File: src/cpag_map.svh
// register offsets, field positions and reset values of the circular pointer address generator
`ifndef CPAG_MAP_SVH
`define CPAG_MAP_SVH

// ----------------------------------------------------------------
// register offsets (byte addresses, one word each)
// ----------------------------------------------------------------
`define CPAG_OFF_AUX_PTR_BASE 8'h00
`define CPAG_OFF_COEFF_PTR 8'h20
`define CPAG_OFF_COEFF_PAGE 8'h24
`define CPAG_OFF_EXT_AUX_BASE 8'h40
`define CPAG_OFF_EXT_COEFF 8'h60
`define CPAG_OFF_SIZE_LOW 8'h80
`define CPAG_OFF_SIZE_HIGH 8'h84
`define CPAG_OFF_SIZE_COEFF 8'h88
`define CPAG_OFF_START_A 8'h90
`define CPAG_OFF_START_B 8'h94
`define CPAG_OFF_START_C 8'h98
`define CPAG_OFF_START_D 8'h9C
`define CPAG_OFF_START_COEFF 8'hA0
`define CPAG_OFF_STATUS_TWO 8'hB0

// ----------------------------------------------------------------
// fields and indices
// ----------------------------------------------------------------
`define CPAG_BIT_LEGACY 9
`define CPAG_COEFF_SEL 4'h8
`define CPAG_SIZE_LOW_IDX 2'h0
`define CPAG_SIZE_HIGH_IDX 2'h1
`define CPAG_SIZE_COEFF_IDX 2'h2
`define CPAG_START_COEFF_IDX 3'h4

// ----------------------------------------------------------------
// reset values
// ----------------------------------------------------------------
`define CPAG_RST_WORD 16'h0000
`define CPAG_RST_PAGE 7'h00
`define CPAG_RST_CIRC 9'h000

`endif

File: src/cpag_pkg.sv
// types shared by the circular pointer address generator
package cpag_pkg;

  // ----------------------------------------------------------------
  // pointer modification kinds
  // ----------------------------------------------------------------
  typedef enum logic [2:0] {
    CPAG_OP_POST = 3'b001,
    CPAG_OP_PRE = 3'b010,
    CPAG_OP_OFFSET = 3'b100
  } cpag_op_t;

  typedef enum logic [1:0] {
    CPAG_APB_IDLE = 2'b01,
    CPAG_APB_ANSWER = 2'b10
  } cpag_apb_state_t;

  // ----------------------------------------------------------------
  // address generation request and answer
  // ----------------------------------------------------------------
  typedef struct packed {
    logic valid;
    logic [3:0] ptrSel;
    cpag_op_t op;
    logic [15:0] step;
    logic circQualifier;
    logic bitMode;
  } cpag_gen_req_t;

  typedef struct packed {
    logic valid;
    logic [22:0] addr;
    logic circular;
  } cpag_gen_rsp_t;

  // ----------------------------------------------------------------
  // whole state of the top module
  // ----------------------------------------------------------------
  typedef struct packed {
    logic [8:0][15:0] ptr;
    logic [8:0][6:0] page;
    logic [2:0][15:0] size;
    logic [4:0][15:0] start;
    logic [8:0] circSel;
    logic legacyCompatMode;
    cpag_apb_state_t apbState;
    logic pready;
    logic pslverr;
    logic [31:0] prdata;
    cpag_gen_rsp_t rsp;
  } cpag_state_t;

endpackage

File: src/cpag_window_mask.sv
// window mask of the smallest power of two above the buffer length
`timescale 1ns/1ps
module cpag_window_mask #(
  parameter int WIDTH = 16
) (
  input wire logic [WIDTH-1:0] bufLength,
  output logic [WIDTH-1:0] windowMask
);

  // ----------------------------------------------------------------
  // bit i is in the window when any length bit at or above i is set
  // ----------------------------------------------------------------
  genvar i;
  generate
    for (i = 0; i < WIDTH; i++) begin : g_smear
      assign windowMask[i] = |bufLength[WIDTH-1:i];
    end
  endgenerate

endmodule

File: src/cpag_circ_modify.sv
// linear or circular modification of one 16-bit pointer
`timescale 1ns/1ps
module cpag_circ_modify #(
  parameter int WIDTH = 16
) (
  input wire logic [WIDTH-1:0] ptrIn,
  input wire logic [WIDTH-1:0] step,
  input wire logic [WIDTH-1:0] bufLength,
  input wire logic [WIDTH-1:0] windowMask,
  input wire logic circular,
  output logic [WIDTH-1:0] ptrOut
);

  logic [WIDTH-1:0] linearSum;
  logic [WIDTH-1:0] lowPtr;
  logic [WIDTH-1:0] lowSum;
  logic [WIDTH-1:0] stepMag;
  logic [WIDTH-1:0] lowWrapped;

  // ----------------------------------------------------------------
  // arithmetic
  // ----------------------------------------------------------------
  // wraps modulo 64K
  assign linearSum = ptrIn + step;
  assign lowPtr = ptrIn & windowMask;
  assign lowSum = lowPtr + step;
  assign stepMag = (~step) + {{(WIDTH-1){1'b0}}, 1'b1};

  always_comb begin
    if (!step[WIDTH-1]) begin
      // past the end restarts at top
      lowWrapped = (lowSum >= bufLength) ? lowSum - bufLength : lowSum;
    end else begin
      // below the top wraps to end
      lowWrapped = (lowPtr < stepMag) ? lowPtr + bufLength - stepMag : lowPtr - stepMag;
    end
  end

  assign ptrOut = (circular && (bufLength != '0)) ?
                  ((ptrIn & ~windowMask) | (lowWrapped & windowMask)) : linearSum;

endmodule

File: src/cpag_top.sv
// circular pointer address generator with its APB register file
//
// The register addresses and the APB interface to the registers were chosen for this implementation.
`timescale 1ns/1ps
`include "cpag_map.svh"

module cpag_top
  import cpag_pkg::*;
(
  input wire logic core_clk,
  input wire logic reset_n,
  input wire logic psel,
  input wire logic penable,
  input wire logic pwrite,
  input wire logic [7:0] paddr,
  input wire logic [31:0] pwdata,
  input wire logic [3:0] pstrb,
  output logic pready,
  output logic pslverr,
  output logic [31:0] prdata,
  input wire cpag_gen_req_t genReq,
  output cpag_gen_rsp_t genRsp
);

  cpag_state_t state_reg;
  cpag_state_t state_next;

  logic [15:0] selSize;
  logic [15:0] selStart;
  logic [15:0] selPtr;
  logic [6:0] selPage;
  logic selCircular;
  logic [15:0] winMask;
  logic [15:0] modPtr;
  logic [15:0] addrIndex;
  logic [22:0] genAddr;
  logic [22:0] pageBase;
  logic [22:0] startExt;
  logic reqLegal;

  // ----------------------------------------------------------------
  // decode helpers
  // ----------------------------------------------------------------
  function automatic logic [1:0] sizeIndex(input logic [3:0] sel, input logic legacy);
    if (sel == `CPAG_COEFF_SEL) begin
      return `CPAG_SIZE_COEFF_IDX;
    end else if (!sel[2] || legacy) begin
      return `CPAG_SIZE_LOW_IDX;
    end else begin
      return `CPAG_SIZE_HIGH_IDX;
    end
  endfunction

  function automatic logic [2:0] startIndex(input logic [3:0] sel);
    if (sel == `CPAG_COEFF_SEL) begin
      return `CPAG_START_COEFF_IDX;
    end else begin
      return {1'b0, sel[2:1]};
    end
  endfunction

  function automatic logic ptrKnown(input logic [3:0] sel);
    return sel <= `CPAG_COEFF_SEL;
  endfunction

  // ----------------------------------------------------------------
  // register map decode
  // ----------------------------------------------------------------
  function automatic logic isAuxWord(input logic [7:0] a);
    return a < `CPAG_OFF_COEFF_PTR;
  endfunction

  function automatic logic isExtAuxWord(input logic [7:0] a);
    return (a >= `CPAG_OFF_EXT_AUX_BASE) && (a < `CPAG_OFF_EXT_COEFF);
  endfunction

  function automatic logic [31:0] lowWord(input logic [15:0] v);
    return {16'h0000, v};
  endfunction

  function automatic logic [31:0] extWord(input logic [6:0] pg, input logic [15:0] p);
    return {9'h000, pg, p};
  endfunction

  // misaligned and unlisted offsets answer with an error
  function automatic logic isMapped(input logic [7:0] a);
    logic hit;
    hit = 1'b0;
    if (a[1:0] == 2'b00) begin
      if (isAuxWord(a) || isExtAuxWord(a)) begin
        hit = 1'b1;
      end
      if (a == `CPAG_OFF_COEFF_PTR || a == `CPAG_OFF_COEFF_PAGE || a == `CPAG_OFF_EXT_COEFF) begin
        hit = 1'b1;
      end
      if (a >= `CPAG_OFF_SIZE_LOW && a <= `CPAG_OFF_SIZE_COEFF) begin
        hit = 1'b1;
      end
      if (a >= `CPAG_OFF_START_A && a <= `CPAG_OFF_START_COEFF) begin
        hit = 1'b1;
      end
      if (a == `CPAG_OFF_STATUS_TWO) begin
        hit = 1'b1;
      end
    end
    return hit;
  endfunction

  function automatic logic [31:0] mergeLanes(input logic [31:0] old, input logic [31:0] wr,
                                             input logic [3:0] strb);
    logic [31:0] res;
    res = old;
    for (int b = 0; b < 4; b++) begin
      // a lane with its strobe low keeps the stored byte
      if (strb[b]) begin
        res[b*8 +: 8] = wr[b*8 +: 8];
      end
    end
    return res;
  endfunction

  function automatic logic [31:0] readWord(input cpag_state_t s, input logic [7:0] a);
    logic [31:0] d;
    // unused upper bits read as zero
    d = 32'h0000_0000;
    if (isAuxWord(a)) begin
      d = lowWord(s.ptr[a[4:2]]);
    end else if (isExtAuxWord(a)) begin
      d = extWord(s.page[a[4:2]], s.ptr[a[4:2]]);
    end else begin
      unique case (a)
        `CPAG_OFF_COEFF_PTR: d = lowWord(s.ptr[`CPAG_COEFF_SEL]);
        `CPAG_OFF_COEFF_PAGE: d = {25'h000_0000, s.page[`CPAG_COEFF_SEL]};
        `CPAG_OFF_EXT_COEFF: d = extWord(s.page[`CPAG_COEFF_SEL], s.ptr[`CPAG_COEFF_SEL]);
        `CPAG_OFF_SIZE_LOW: d = lowWord(s.size[`CPAG_SIZE_LOW_IDX]);
        `CPAG_OFF_SIZE_HIGH: d = lowWord(s.size[`CPAG_SIZE_HIGH_IDX]);
        `CPAG_OFF_SIZE_COEFF: d = lowWord(s.size[`CPAG_SIZE_COEFF_IDX]);
        `CPAG_OFF_START_A: d = lowWord(s.start[0]);
        `CPAG_OFF_START_B: d = lowWord(s.start[1]);
        `CPAG_OFF_START_C: d = lowWord(s.start[2]);
        `CPAG_OFF_START_D: d = lowWord(s.start[3]);
        `CPAG_OFF_START_COEFF: d = lowWord(s.start[`CPAG_START_COEFF_IDX]);
        `CPAG_OFF_STATUS_TWO: d = {22'h00_0000, s.legacyCompatMode, s.circSel};
        default: d = 32'h0000_0000;
      endcase
    end
    return d;
  endfunction

  // ----------------------------------------------------------------
  // operand selection for the requested pointer
  // ----------------------------------------------------------------
  assign reqLegal = genReq.valid && ptrKnown(genReq.ptrSel);

  always_comb begin
    selSize = 16'h0000;
    selStart = 16'h0000;
    selPtr = 16'h0000;
    selPage = 7'h00;
    selCircular = 1'b0;
    // codes above the coefficient pointer select nothing
    if (ptrKnown(genReq.ptrSel)) begin
      // legacy forces the low group size on the aux pointers; the coefficient pointer keeps its own size
      selSize = state_reg.size[sizeIndex(genReq.ptrSel, state_reg.legacyCompatMode)];
      selStart = state_reg.start[startIndex(genReq.ptrSel)];
      selPtr = state_reg.ptr[genReq.ptrSel];
      selPage = state_reg.page[genReq.ptrSel];
      selCircular = state_reg.circSel[genReq.ptrSel] | genReq.circQualifier;
    end
  end

  cpag_window_mask #(
    .WIDTH(16)
  ) u_window (
    .bufLength(selSize),
    .windowMask(winMask)
  );

  cpag_circ_modify #(
    .WIDTH(16)
  ) u_modify (
    .ptrIn(selPtr),
    .step(genReq.step),
    .bufLength(selSize),
    .windowMask(winMask),
    .circular(selCircular),
    .ptrOut(modPtr)
  );

  // ----------------------------------------------------------------
  // address forming
  // ----------------------------------------------------------------
  assign addrIndex = (genReq.op == CPAG_OP_POST) ? selPtr : modPtr;

  // start zero-extended to 23 bits
  // in circular word mode start plus index is summed on 23 bits, so it may carry into the page; circular bit mode sums on 16 bits
  assign startExt = {7'h00, selStart};
  assign pageBase = {selPage, 16'h0000};

  always_comb begin
    if (genReq.bitMode) begin
      genAddr = selCircular ? {7'h00, selStart + addrIndex} : {7'h00, addrIndex};
    end else if (selCircular) begin
      genAddr = pageBase + startExt + {7'h00, addrIndex};
    end else begin
      // page in the upper seven bits
      genAddr = {selPage, addrIndex};
    end
  end

  // ----------------------------------------------------------------
  // next state
  // ----------------------------------------------------------------
  always_comb begin
    logic [31:0] wword;
    logic [2:0] auxIdx;
    state_next = state_reg;
    wword = 32'h0000_0000;
    auxIdx = paddr[4:2];

    // the answer is registered, so it shows one edge after the request
    state_next.rsp.valid = reqLegal;
    state_next.rsp.circular = reqLegal & selCircular;
    if (reqLegal) begin
      state_next.rsp.addr = genAddr;
      if (genReq.op != CPAG_OP_OFFSET) begin
        state_next.ptr[genReq.ptrSel] = modPtr;
      end
    end

    // one wait state: the answer is registered the cycle after the access edge
    unique case (state_reg.apbState)
      CPAG_APB_IDLE: begin
        if (psel && penable) begin
          state_next.apbState = CPAG_APB_ANSWER;
          state_next.pready = 1'b1;
          state_next.pslverr = !isMapped(paddr);
          state_next.prdata = pwrite ? 32'h0000_0000 : readWord(state_reg, paddr);
        end
      end
      CPAG_APB_ANSWER: begin
        state_next.apbState = CPAG_APB_IDLE;
        state_next.pready = 1'b0;
        state_next.pslverr = 1'b0;
        // applied after the generator update, so a same-edge bus write wins
        if (psel && penable && pwrite && isMapped(paddr)) begin
          wword = mergeLanes(readWord(state_reg, paddr), pwdata, pstrb);
          if (isAuxWord(paddr)) begin
            state_next.ptr[auxIdx] = wword[15:0];
          end else if (isExtAuxWord(paddr)) begin
            // aux page only through extended write
            state_next.ptr[auxIdx] = wword[15:0];
            state_next.page[auxIdx] = wword[22:16];
          end else begin
            unique case (paddr)
              `CPAG_OFF_COEFF_PTR: state_next.ptr[`CPAG_COEFF_SEL] = wword[15:0];
              `CPAG_OFF_COEFF_PAGE: state_next.page[`CPAG_COEFF_SEL] = wword[6:0];
              `CPAG_OFF_EXT_COEFF: begin
                state_next.ptr[`CPAG_COEFF_SEL] = wword[15:0];
                state_next.page[`CPAG_COEFF_SEL] = wword[22:16];
              end
              `CPAG_OFF_SIZE_LOW: state_next.size[`CPAG_SIZE_LOW_IDX] = wword[15:0];
              `CPAG_OFF_SIZE_HIGH: state_next.size[`CPAG_SIZE_HIGH_IDX] = wword[15:0];
              `CPAG_OFF_SIZE_COEFF: state_next.size[`CPAG_SIZE_COEFF_IDX] = wword[15:0];
              `CPAG_OFF_START_A: state_next.start[0] = wword[15:0];
              `CPAG_OFF_START_B: state_next.start[1] = wword[15:0];
              `CPAG_OFF_START_C: state_next.start[2] = wword[15:0];
              `CPAG_OFF_START_D: state_next.start[3] = wword[15:0];
              `CPAG_OFF_START_COEFF: state_next.start[`CPAG_START_COEFF_IDX] = wword[15:0];
              `CPAG_OFF_STATUS_TWO: begin
                state_next.circSel = wword[8:0];
                state_next.legacyCompatMode = wword[`CPAG_BIT_LEGACY];
              end
              default: state_next.circSel = state_next.circSel;
            endcase
          end
        end
      end
      default: begin
        state_next.apbState = CPAG_APB_IDLE;
        state_next.pready = 1'b0;
      end
    endcase
  end

  // ----------------------------------------------------------------
  // state register
  // ----------------------------------------------------------------
  always_ff @(posedge core_clk or negedge reset_n) begin
    // the idle state code is not all zeros, so the fields are reset one by one
    if (!reset_n) begin
      for (int p = 0; p < 9; p++) begin
        state_reg.ptr[p] <= `CPAG_RST_WORD;
        state_reg.page[p] <= `CPAG_RST_PAGE;
      end
      for (int k = 0; k < 3; k++) begin
        state_reg.size[k] <= `CPAG_RST_WORD;
      end
      for (int k = 0; k < 5; k++) begin
        state_reg.start[k] <= `CPAG_RST_WORD;
      end
      state_reg.circSel <= `CPAG_RST_CIRC;
      state_reg.legacyCompatMode <= 1'b0;
      state_reg.apbState <= CPAG_APB_IDLE;
      state_reg.pready <= 1'b0;
      state_reg.pslverr <= 1'b0;
      state_reg.prdata <= 32'h0000_0000;
      state_reg.rsp <= '0;
    end else begin
      state_reg <= state_next;
    end
  end

  // ----------------------------------------------------------------
  // outputs straight from the state register
  // ----------------------------------------------------------------
  assign pready = state_reg.pready;
  assign pslverr = state_reg.pslverr;
  assign prdata = state_reg.prdata;
  assign genRsp = state_reg.rsp;

endmodule

File: config.mk
export PLATFORM = sky130hd
export DESIGN_NAME = cpag_top
export DESIGN_NICKNAME = d
export VERILOG_FILES = /design/src/cpag_pkg.sv /design/src/cpag_window_mask.sv /design/src/cpag_circ_modify.sv /design/src/cpag_top.sv
export VERILOG_INCLUDE_DIRS = /design/src
export SDC_FILE = /design/constraint.sdc
export NUM_CORES = 1
export LEC_CHECK = 0
export BUFFER_PORTS_ARGS = -buffer_cell sky130_fd_sc_hd__buf_4
export CORE_MARGIN = 3
export CORE_UTILIZATION = 50
export DETAILED_ROUTE_END_ITERATION = 16
export PLACE_DENSITY = 0.65
export SETUP_SLACK_MARGIN = 0.02
export SLEW_MARGIN = 30
export SYNTH_ARGS = -nofsm -noshare
export SYNTH_HDL_FRONTEND = slang
export SYNTH_SLANG_ARGS = --single-unit
File: constraint.sdc
create_clock -name core_clk -period 32.5 [get_ports core_clk]
set_clock_uncertainty 0.2 [all_clocks]
set_input_delay 0 -clock core_clk [delete_from_list [all_inputs] [get_ports core_clk]]
set_output_delay 0 -clock core_clk [all_outputs]
set_load 0.005 [all_outputs]
==> results of run 1 <==
[layout make-up]
cell class / count / share of cell area (%)
Inverter: 79 / 0.944
Clock inverter: 14 / 0.346
Multi-Input combinational cell: 2310 / 53.3
Timing Repair Buffer: 248 / 6.65
Sequential cell: 396 / 31.5
Tap cell: 748 / 2.98
Clock buffer: 65 / 4.24
Antenna cell: 4 / 0.0319
[per-layer routing]
metal | vias to the layer above | GRT usage, % | share of wire [%] | wire [um]
met5 | - | 0 | 0.025 | 25
met4 | 4 | 15.3 | 4.9 | 4980
met3 | 295 | 8.53 | 11 | 11000
met2 | 1436 | 52.3 | 45 | 45500
met1 | 12400 | 45.1 | 39 | 39800
li1 | 11200 | - | - | -
[how the worst max path moves through the flow]
stage                              start  slack (ns)  depth (start not counted)                endpoint
2_1_floorplan                 genReq[21]       21.94                         45  genRsp[21]$_DFFE_PN0P_
3_3_place_gp   state_reg[61]$_DFFE_PN0P_       19.21                         44  genRsp[21]$_DFFE_PN0P_
3_5_place_dp   state_reg[61]$_DFFE_PN0P_       19.13                         44  genRsp[17]$_DFFE_PN0P_
4_1_cts        state_reg[61]$_DFFE_PN0P_       19.03                         44  genRsp[17]$_DFFE_PN0P_
5_1_grt        state_reg[61]$_DFFE_PN0P_       18.46                         44  genRsp[21]$_DFFE_PN0P_
6_report       state_reg[61]$_DFFE_PN0P_       19.16                         44  genRsp[21]$_DFFE_PN0P_
[per-stage QoR]
stage                     instance area (um2)  power, W  hold slack, ns  setup WS (ns)  instances
final                                   31400   0.00169         -0.0546          19.16       3864
after global routing                    31400   0.00175         0.00982          18.46       3860
after CTS                               31300   0.00167         0.00272          19.03       3858
after detailed placement                29200   0.00116          -0.195          19.13       3715
after global placement                  29200   0.00113          -0.201          19.21       3713
after floorplan                         28000  0.000968          -0.496          21.94       3037
[layout by cell type, fill, tap and decap left out, types with 21 or more instances in the layout]
master	instances
a211oi_1	24
a21oi_1	145
a22o_1	37
a22oi_1	73
a31oi_1	40
buf_4	178
clkbuf_16	46
dfrtp_1	395
dlygate4sd3_1	64
ha_1	90
inv_1	77
mux2_2	81
mux2i_1	82
mux4_2	112
nand2_1	442
nand3_1	51
nor2_1	185
nor2b_1	24
nor3_1	46
o211ai_1	50
o21a_1	21
o21ai_0	340
o22ai_1	23
xnor2_1	63
xor2_1	37
[cell families after synthesis]
logic type	after synthesis	synth area share, %
AOI/OAI and AO/OA	911	20.7
buffers and inverters	331	5.32
other	1	0.0134
adders and majority gates	114	5.61
muxes	283	15.5
xor gates and xnor gates	100	3.13
and+or+nand+nor	893	14.3
DFF	396	35.4
[worst reg2reg max path, delay by kind of cell (launching register included)]
kind | cells | cell delay (ns)
buffers and inverters | 4 | 0.89
AO/OA/AOI/OAI | 23 | 6.92
AND/OR/NAND/NOR | 10 | 2.43
flip-flops | 1 | 0.61
adder cells (fa/ha/maj) | 5 | 1.85
XOR/XNOR | 2 | 0.32
[power groups by stage]
stage | registers [W] | clock network (W) | logic [W]
final | 0.000644 | 0.000506 | 0.000536
after global routing | 0.000652 | 0.000527 | 0.000575
after CTS | 0.000640 | 0.000508 | 0.000519
after detailed placement | 0.000649 | 0 | 0.000509
after global placement | 0.000640 | 0 | 0.000493
after floorplan | 0.000623 | 0 | 0.000346
[timing repair]
item | CTS | global route
hold buffers | 64 | 1
buffers inserted | 0 | 0
endpoints found under the hold margin | 541 | 4
setup endpoints to repair | 0 | 0
==> summary.txt, run 1 <==
Power
  • Clock power frac: 30.0%
  • Switching portion of total power: 35.3%
  • P_leak: 13.6 nW
  • P_sw: 0.000595 W
  • Flop pwr share: 38.2%
  • Gate power share: 31.8%
  • PwrDens: 53.6 nW/um2
  • Peak supply drop: 0.0625 mV
  • Int Pwr: 0.00109 W

STA
  • Final Cycle Share: 41.1%
  • Final setup viols: 0
  • Hold slack: -0.0546 ns
  • Slew HR: 29.4%
  • Setup_tns: 0 ns
  • Max-slew violations: 0
  • RSZ-0062 raised after global routing: false
  • Final hold violation count: 9
  • Max Fclk: 0.0750 GHz
  • Tmin final: 13.34 ns
  • Actual slew at the worst max-slew pin: 1.05 ns

GRT
  • Initial antenna violation count: 6
  • Tot GR Track Use: 33.8%
  • Largest net degree at the start of global routing: 182
  • Vias in the first global route: 24900
  • Total grt overflow: 0
  • First-pass GRT wire length: 153000 um

Worst setup path
  • CP Class: flop to flop
  • Worst path max stage delay: 0.70 ns
  • Most used cell, CP: a21oi_1
  • Worst Reg2Reg Path Length in Cells: 44
  • Worst path required time: 32.78 ns
  • CP arrival: 13.63 ns
  • CP Capture Type: flop
  • CP Buf/Inv Count: 4
  • Worst R2R Start: state_reg[61]$_DFFE_PN0P_
  • Cell family with the largest share of critical-path delay: compound AO/OA/AOI/OAI gates
  • CP max FO: 20
  • Reg2reg end: genRsp[21]$_DFFE_PN0P_
  • Flop2flop setup slack: 19.16 ns
  • CP Launch Type: flop
  • Slowest CP cell: a221oi_2

Synthesis
  • #FFs+latches synth: 396
  • Register area share after synthesis: 35.4%
  • Top cells by count, synth: 443 x nand2_1, 395 x dfrtp_1, 345 x o21ai_0
  • Synth Cell Area: 28000 um2
  • Post-synth EDFFs: 0
  • Yosys warns: 0
  • Post-synth top flop: dfrtp_1
  • Syn Inst Count: 3029
  • Mean post-synth cell area: 9.24 um2
  • Yosys top cell by area: dfrtp_1
  • Async set-reset flop share out of synthesis: 100%
  • Count of different cell masters after synthesis: 102
  • Yosys top cell area share: 35.3%
  • Most numerous cell in the Yosys netlist: nand2_1
  • Top area cells in the synthesized netlist: dfrtp_1 35%, mux4_2 9.0%, o21ai_0 6.2%

Run
  • Maxcap violations: 0

Min path
  • Hold Path Class: input port to flop
  • Worst Hold End: state_reg[294]$_DFF_PN0_
  • Min-Delay Startpoint: genReq[2]
  • Hold Path Stages: 6

Die
  • # rows: 86
  • Starting density of the core: 50.7%
  • Die Span Y: 243 um
  • Die area: 58800 um2
  • Die W: 243 um
  • Core area: 55200 um2
  • Top Ports: 134

Clock network
  • H-tree levels: 2
  • Worst skew pair latency: 0.59 ns
  • Clk root buf: clkbuf_16
  • Clk buf depth: 3
  • CTS buffer count: 44
  • Clk slew on worst S/H paths: 0.06 ns
  • Post_cts resized: 0
  • Clock Sinks: 396
  • TritonCTS clock tree: done

Routing
  • DRC viols: 0
  • DR vias/cell: 6.56
  • Via count: 25300
  • Avg WL per Cell: 26.2 um
  • Final WL: 101000 um
  • Initial DRC Count: 3061
  • DRT Pass-1 Iters: 8
  • ANT nets after route: 0

Cells and area
  • Register Area: 9910 um2
  • Syn-to-layout area delta: 12.3%
  • Share of cells above drive strength 1: 16.5%
  • Nets: 3264
  • Fillers: 4770
  • Post-layout util: 56.9%
  • Multi-input logic area: 16700 um2

Run status
  • Status: finished, violations left
  • Failing checks: negative hold slack

Placement
  • Port bufs: 114
  • HPWL Detailed: 70700 um
  • GPL Wtd Cong: 0.934
Note: power is estimated with default switching activity, not from simulation.
==> run 2, diff against run 1 <==
--- a/config.mk
+++ b/config.mk
@@ -10,7 +10,7 @@
 export CORE_MARGIN = 3
 export CORE_UTILIZATION = 50
 export DETAILED_ROUTE_END_ITERATION = 16
-export PLACE_DENSITY = 0.65
+export PLACE_DENSITY = 0.68
 export SETUP_SLACK_MARGIN = 0.02
 export SLEW_MARGIN = 30
 export SYNTH_ARGS = -nofsm -noshare
==> constraint.sdc (replaced) <==
create_clock -name core_clk -period 10.9 [get_ports core_clk]
set_clock_uncertainty 0.2 [all_clocks]
set_input_delay 0 -clock core_clk [delete_from_list [all_inputs] [get_ports core_clk]]
set_output_delay 0 -clock core_clk [all_outputs]
set_load 0.005 [all_outputs]
==> summary.txt, run 2 (same netlist as run 1, synthesis figures left out) <==
Run status
  • Status: complete, no violations

Power
  • P_leak: 13.7 nW
  • Pwr Total: 0.00504 W
  • PwrDens: 159 nW/um2
  • Peak supply drop: 0.137 mV

Worst setup path
  • CP Buf/Inv Count: 2
  • Worst R2R Start: state_reg[61]$_DFFE_PN0P_
  • CP Capture Type: flop
  • Slowest CP cell: o41a_1
  • CP Class: flop to flop
  • Worst path max stage delay: 0.48 ns
  • CP max FO: 11
  • CP Launch Type: flop
  • Worst Reg2Reg Path Length in Cells: 42
  • CP arrival: 10.59 ns
  • Worst path required time: 11.17 ns
  • Reg2reg end: genRsp[19]$_DFFE_PN0P_
  • Most used cell, CP: a21oi_1
  • Cell family with the largest share of critical-path delay: compound AO/OA/AOI/OAI gates
  • Flop2flop setup slack: 0.59 ns

Routing
  • Via count: 25800
  • Initial DRC Count: 3243
  • DR vias/cell: 6.62
  • Avg WL per Cell: 26.2 um
  • Final WL: 102000 um
  • DRC viols: 0
  • DRT Pass-1 Iters: 9
  • ANT nets after route: 0

Min path
  • Min-Delay Startpoint: genReq[18]
  • Worst Hold End: genRsp[14]$_DFFE_PN0P_
  • Hold Path Class: input port to flop
  • Hold Path Stages: 5

Cells and area
  • Most frequent cells in the layout: 435 x nand2_1, 395 x dfrtp_1, 342 x o21ai_0
  • Share of cells above drive strength 1: 17.5%
  • Syn-to-layout area delta: 13.1%
  • Nets: 3292
  • Commonest non-fill, non-tap cell in the layout: nand2_1
  • Fillers: 4791

Clock network
  • TritonCTS clock tree: done
  • Worst skew pair latency: 0.60 ns
  • Clk buf depth: 3
  • Clock Sinks: 396
  • CTS buffer count: 44
  • Clk slew on worst S/H paths: 0.06 ns
  • H-tree levels: 2
  • Clk root buf: clkbuf_16

Placement
  • Pre-CTS WS: 0.207 ns
  • Port bufs: 114
  • GPL Wtd Cong: 1.00
  • HPWL Detailed: 73200 um

GRT
  • Total grt overflow: 0
  • Vias in the first global route: 25200
  • First-pass GRT wire length: 155000 um
  • Largest net degree at the start of global routing: 96
  • Tot GR Track Use: 34.1%
  • Initial antenna violation count: 6

Die
  • Top Ports: 134
  • # rows: 86
  • Die area: 58800 um2
  • Die Span Y: 243 um
  • Starting density of the core: 50.7%
  • Die W: 243 um
  • Core area: 55200 um2

STA
  • Final hold violation count: 0
  • Slew HR: 28.9%
  • Final Worst Setup Slack: 0.589 ns
  • Setup_tns: 0 ns
  • Max Fclk: 0.0970 GHz
  • Tmin final: 10.31 ns
  • Max-slew violations: 0
  • Actual slew at the worst max-slew pin: 1.07 ns
  • Final setup viols: 0
  • Final Cycle Share: 94.6%
  • Hold slack: 0.0337 ns
  • RSZ-0062 raised after global routing: false

Run
  • Maxcap violations: 0
==> run 2: final cells by class <==
cell class / count / area (um2) / area share, %
Antenna cell: 4 / 10.0 / 0.0316
Inverter: 79 / 297 / 0.936
Multi-Input combinational cell: 2310 / 16800 / 53.0
Clock inverter: 14 / 131 / 0.415
Clock buffer: 67 / 1280 / 4.04
Tap cell: 748 / 936 / 2.96
Timing Repair Buffer: 276 / 2310 / 7.31
Sequential cell: 396 / 9910 / 31.3
==> run 2: through the flow <==
stage	instance area (um2)	std cells	utilization, %
after floorplan	28000	3037	-
after global placement	29400	3740	53.2
after detailed placement	29500	3742	53.4
after CTS	31500	3888	57.1
after global routing	31700	3890	57.3
final	31700	3894	57.4
==> run 2: what timing repair did <==
item | 4_1_cts | 5_1_grt
hold endpoints to repair | 438 | 4
gates resized for setup | 0 | 11
setup endpoints to repair | 0 | 9
setup buffers | 0 | 0
hold buffers | 65 | 1
==> run 2: tightest hold or removal path: stages <==
cell,delay (ns)
buf_4,0.09
nand2_1,0.04
buf_4,0.21
mux2_2,0.28
a31o_2,0.15
==> run 2: worst max path at each step <==
stage	from	endpoint	slack, ns	cells past startpoint
2_1_floorplan	genReq[21]	genRsp[21]$_DFFE_PN0P_	0.34	45
3_3_place_gp	state_reg[61]$_DFFE_PN0P_	genRsp[21]$_DFFE_PN0P_	0.32	42
3_5_place_dp	state_reg[61]$_DFFE_PN0P_	genRsp[19]$_DFFE_PN0P_	0.21	42
4_1_cts	state_reg[61]$_DFFE_PN0P_	genRsp[19]$_DFFE_PN0P_	0.12	42
5_1_grt	state_reg[61]$_DFFE_PN0P_	genRsp[22]$_DFFE_PN0P_	0.009	43
6_report	state_reg[61]$_DFFE_PN0P_	genRsp[19]$_DFFE_PN0P_	0.59	42
==> run 2: power breakdown <==
part | switching (W) | internal (W)
Sequential | 0.000200 | 0.00172
Combinational | 0.000948 | 0.000678
Clock | 0.000635 | 0.000858
==> run 2: layer usage <==
metal  vias to the layer above  GRT usage (%)  wire length [um]
met5                         -              0                37
met4                         6           18.1              5890
met3                       320           8.29             11000
met2                      1538           51.5             45300
met1                     12700           45.5             39800
li1                      11200              -                 -
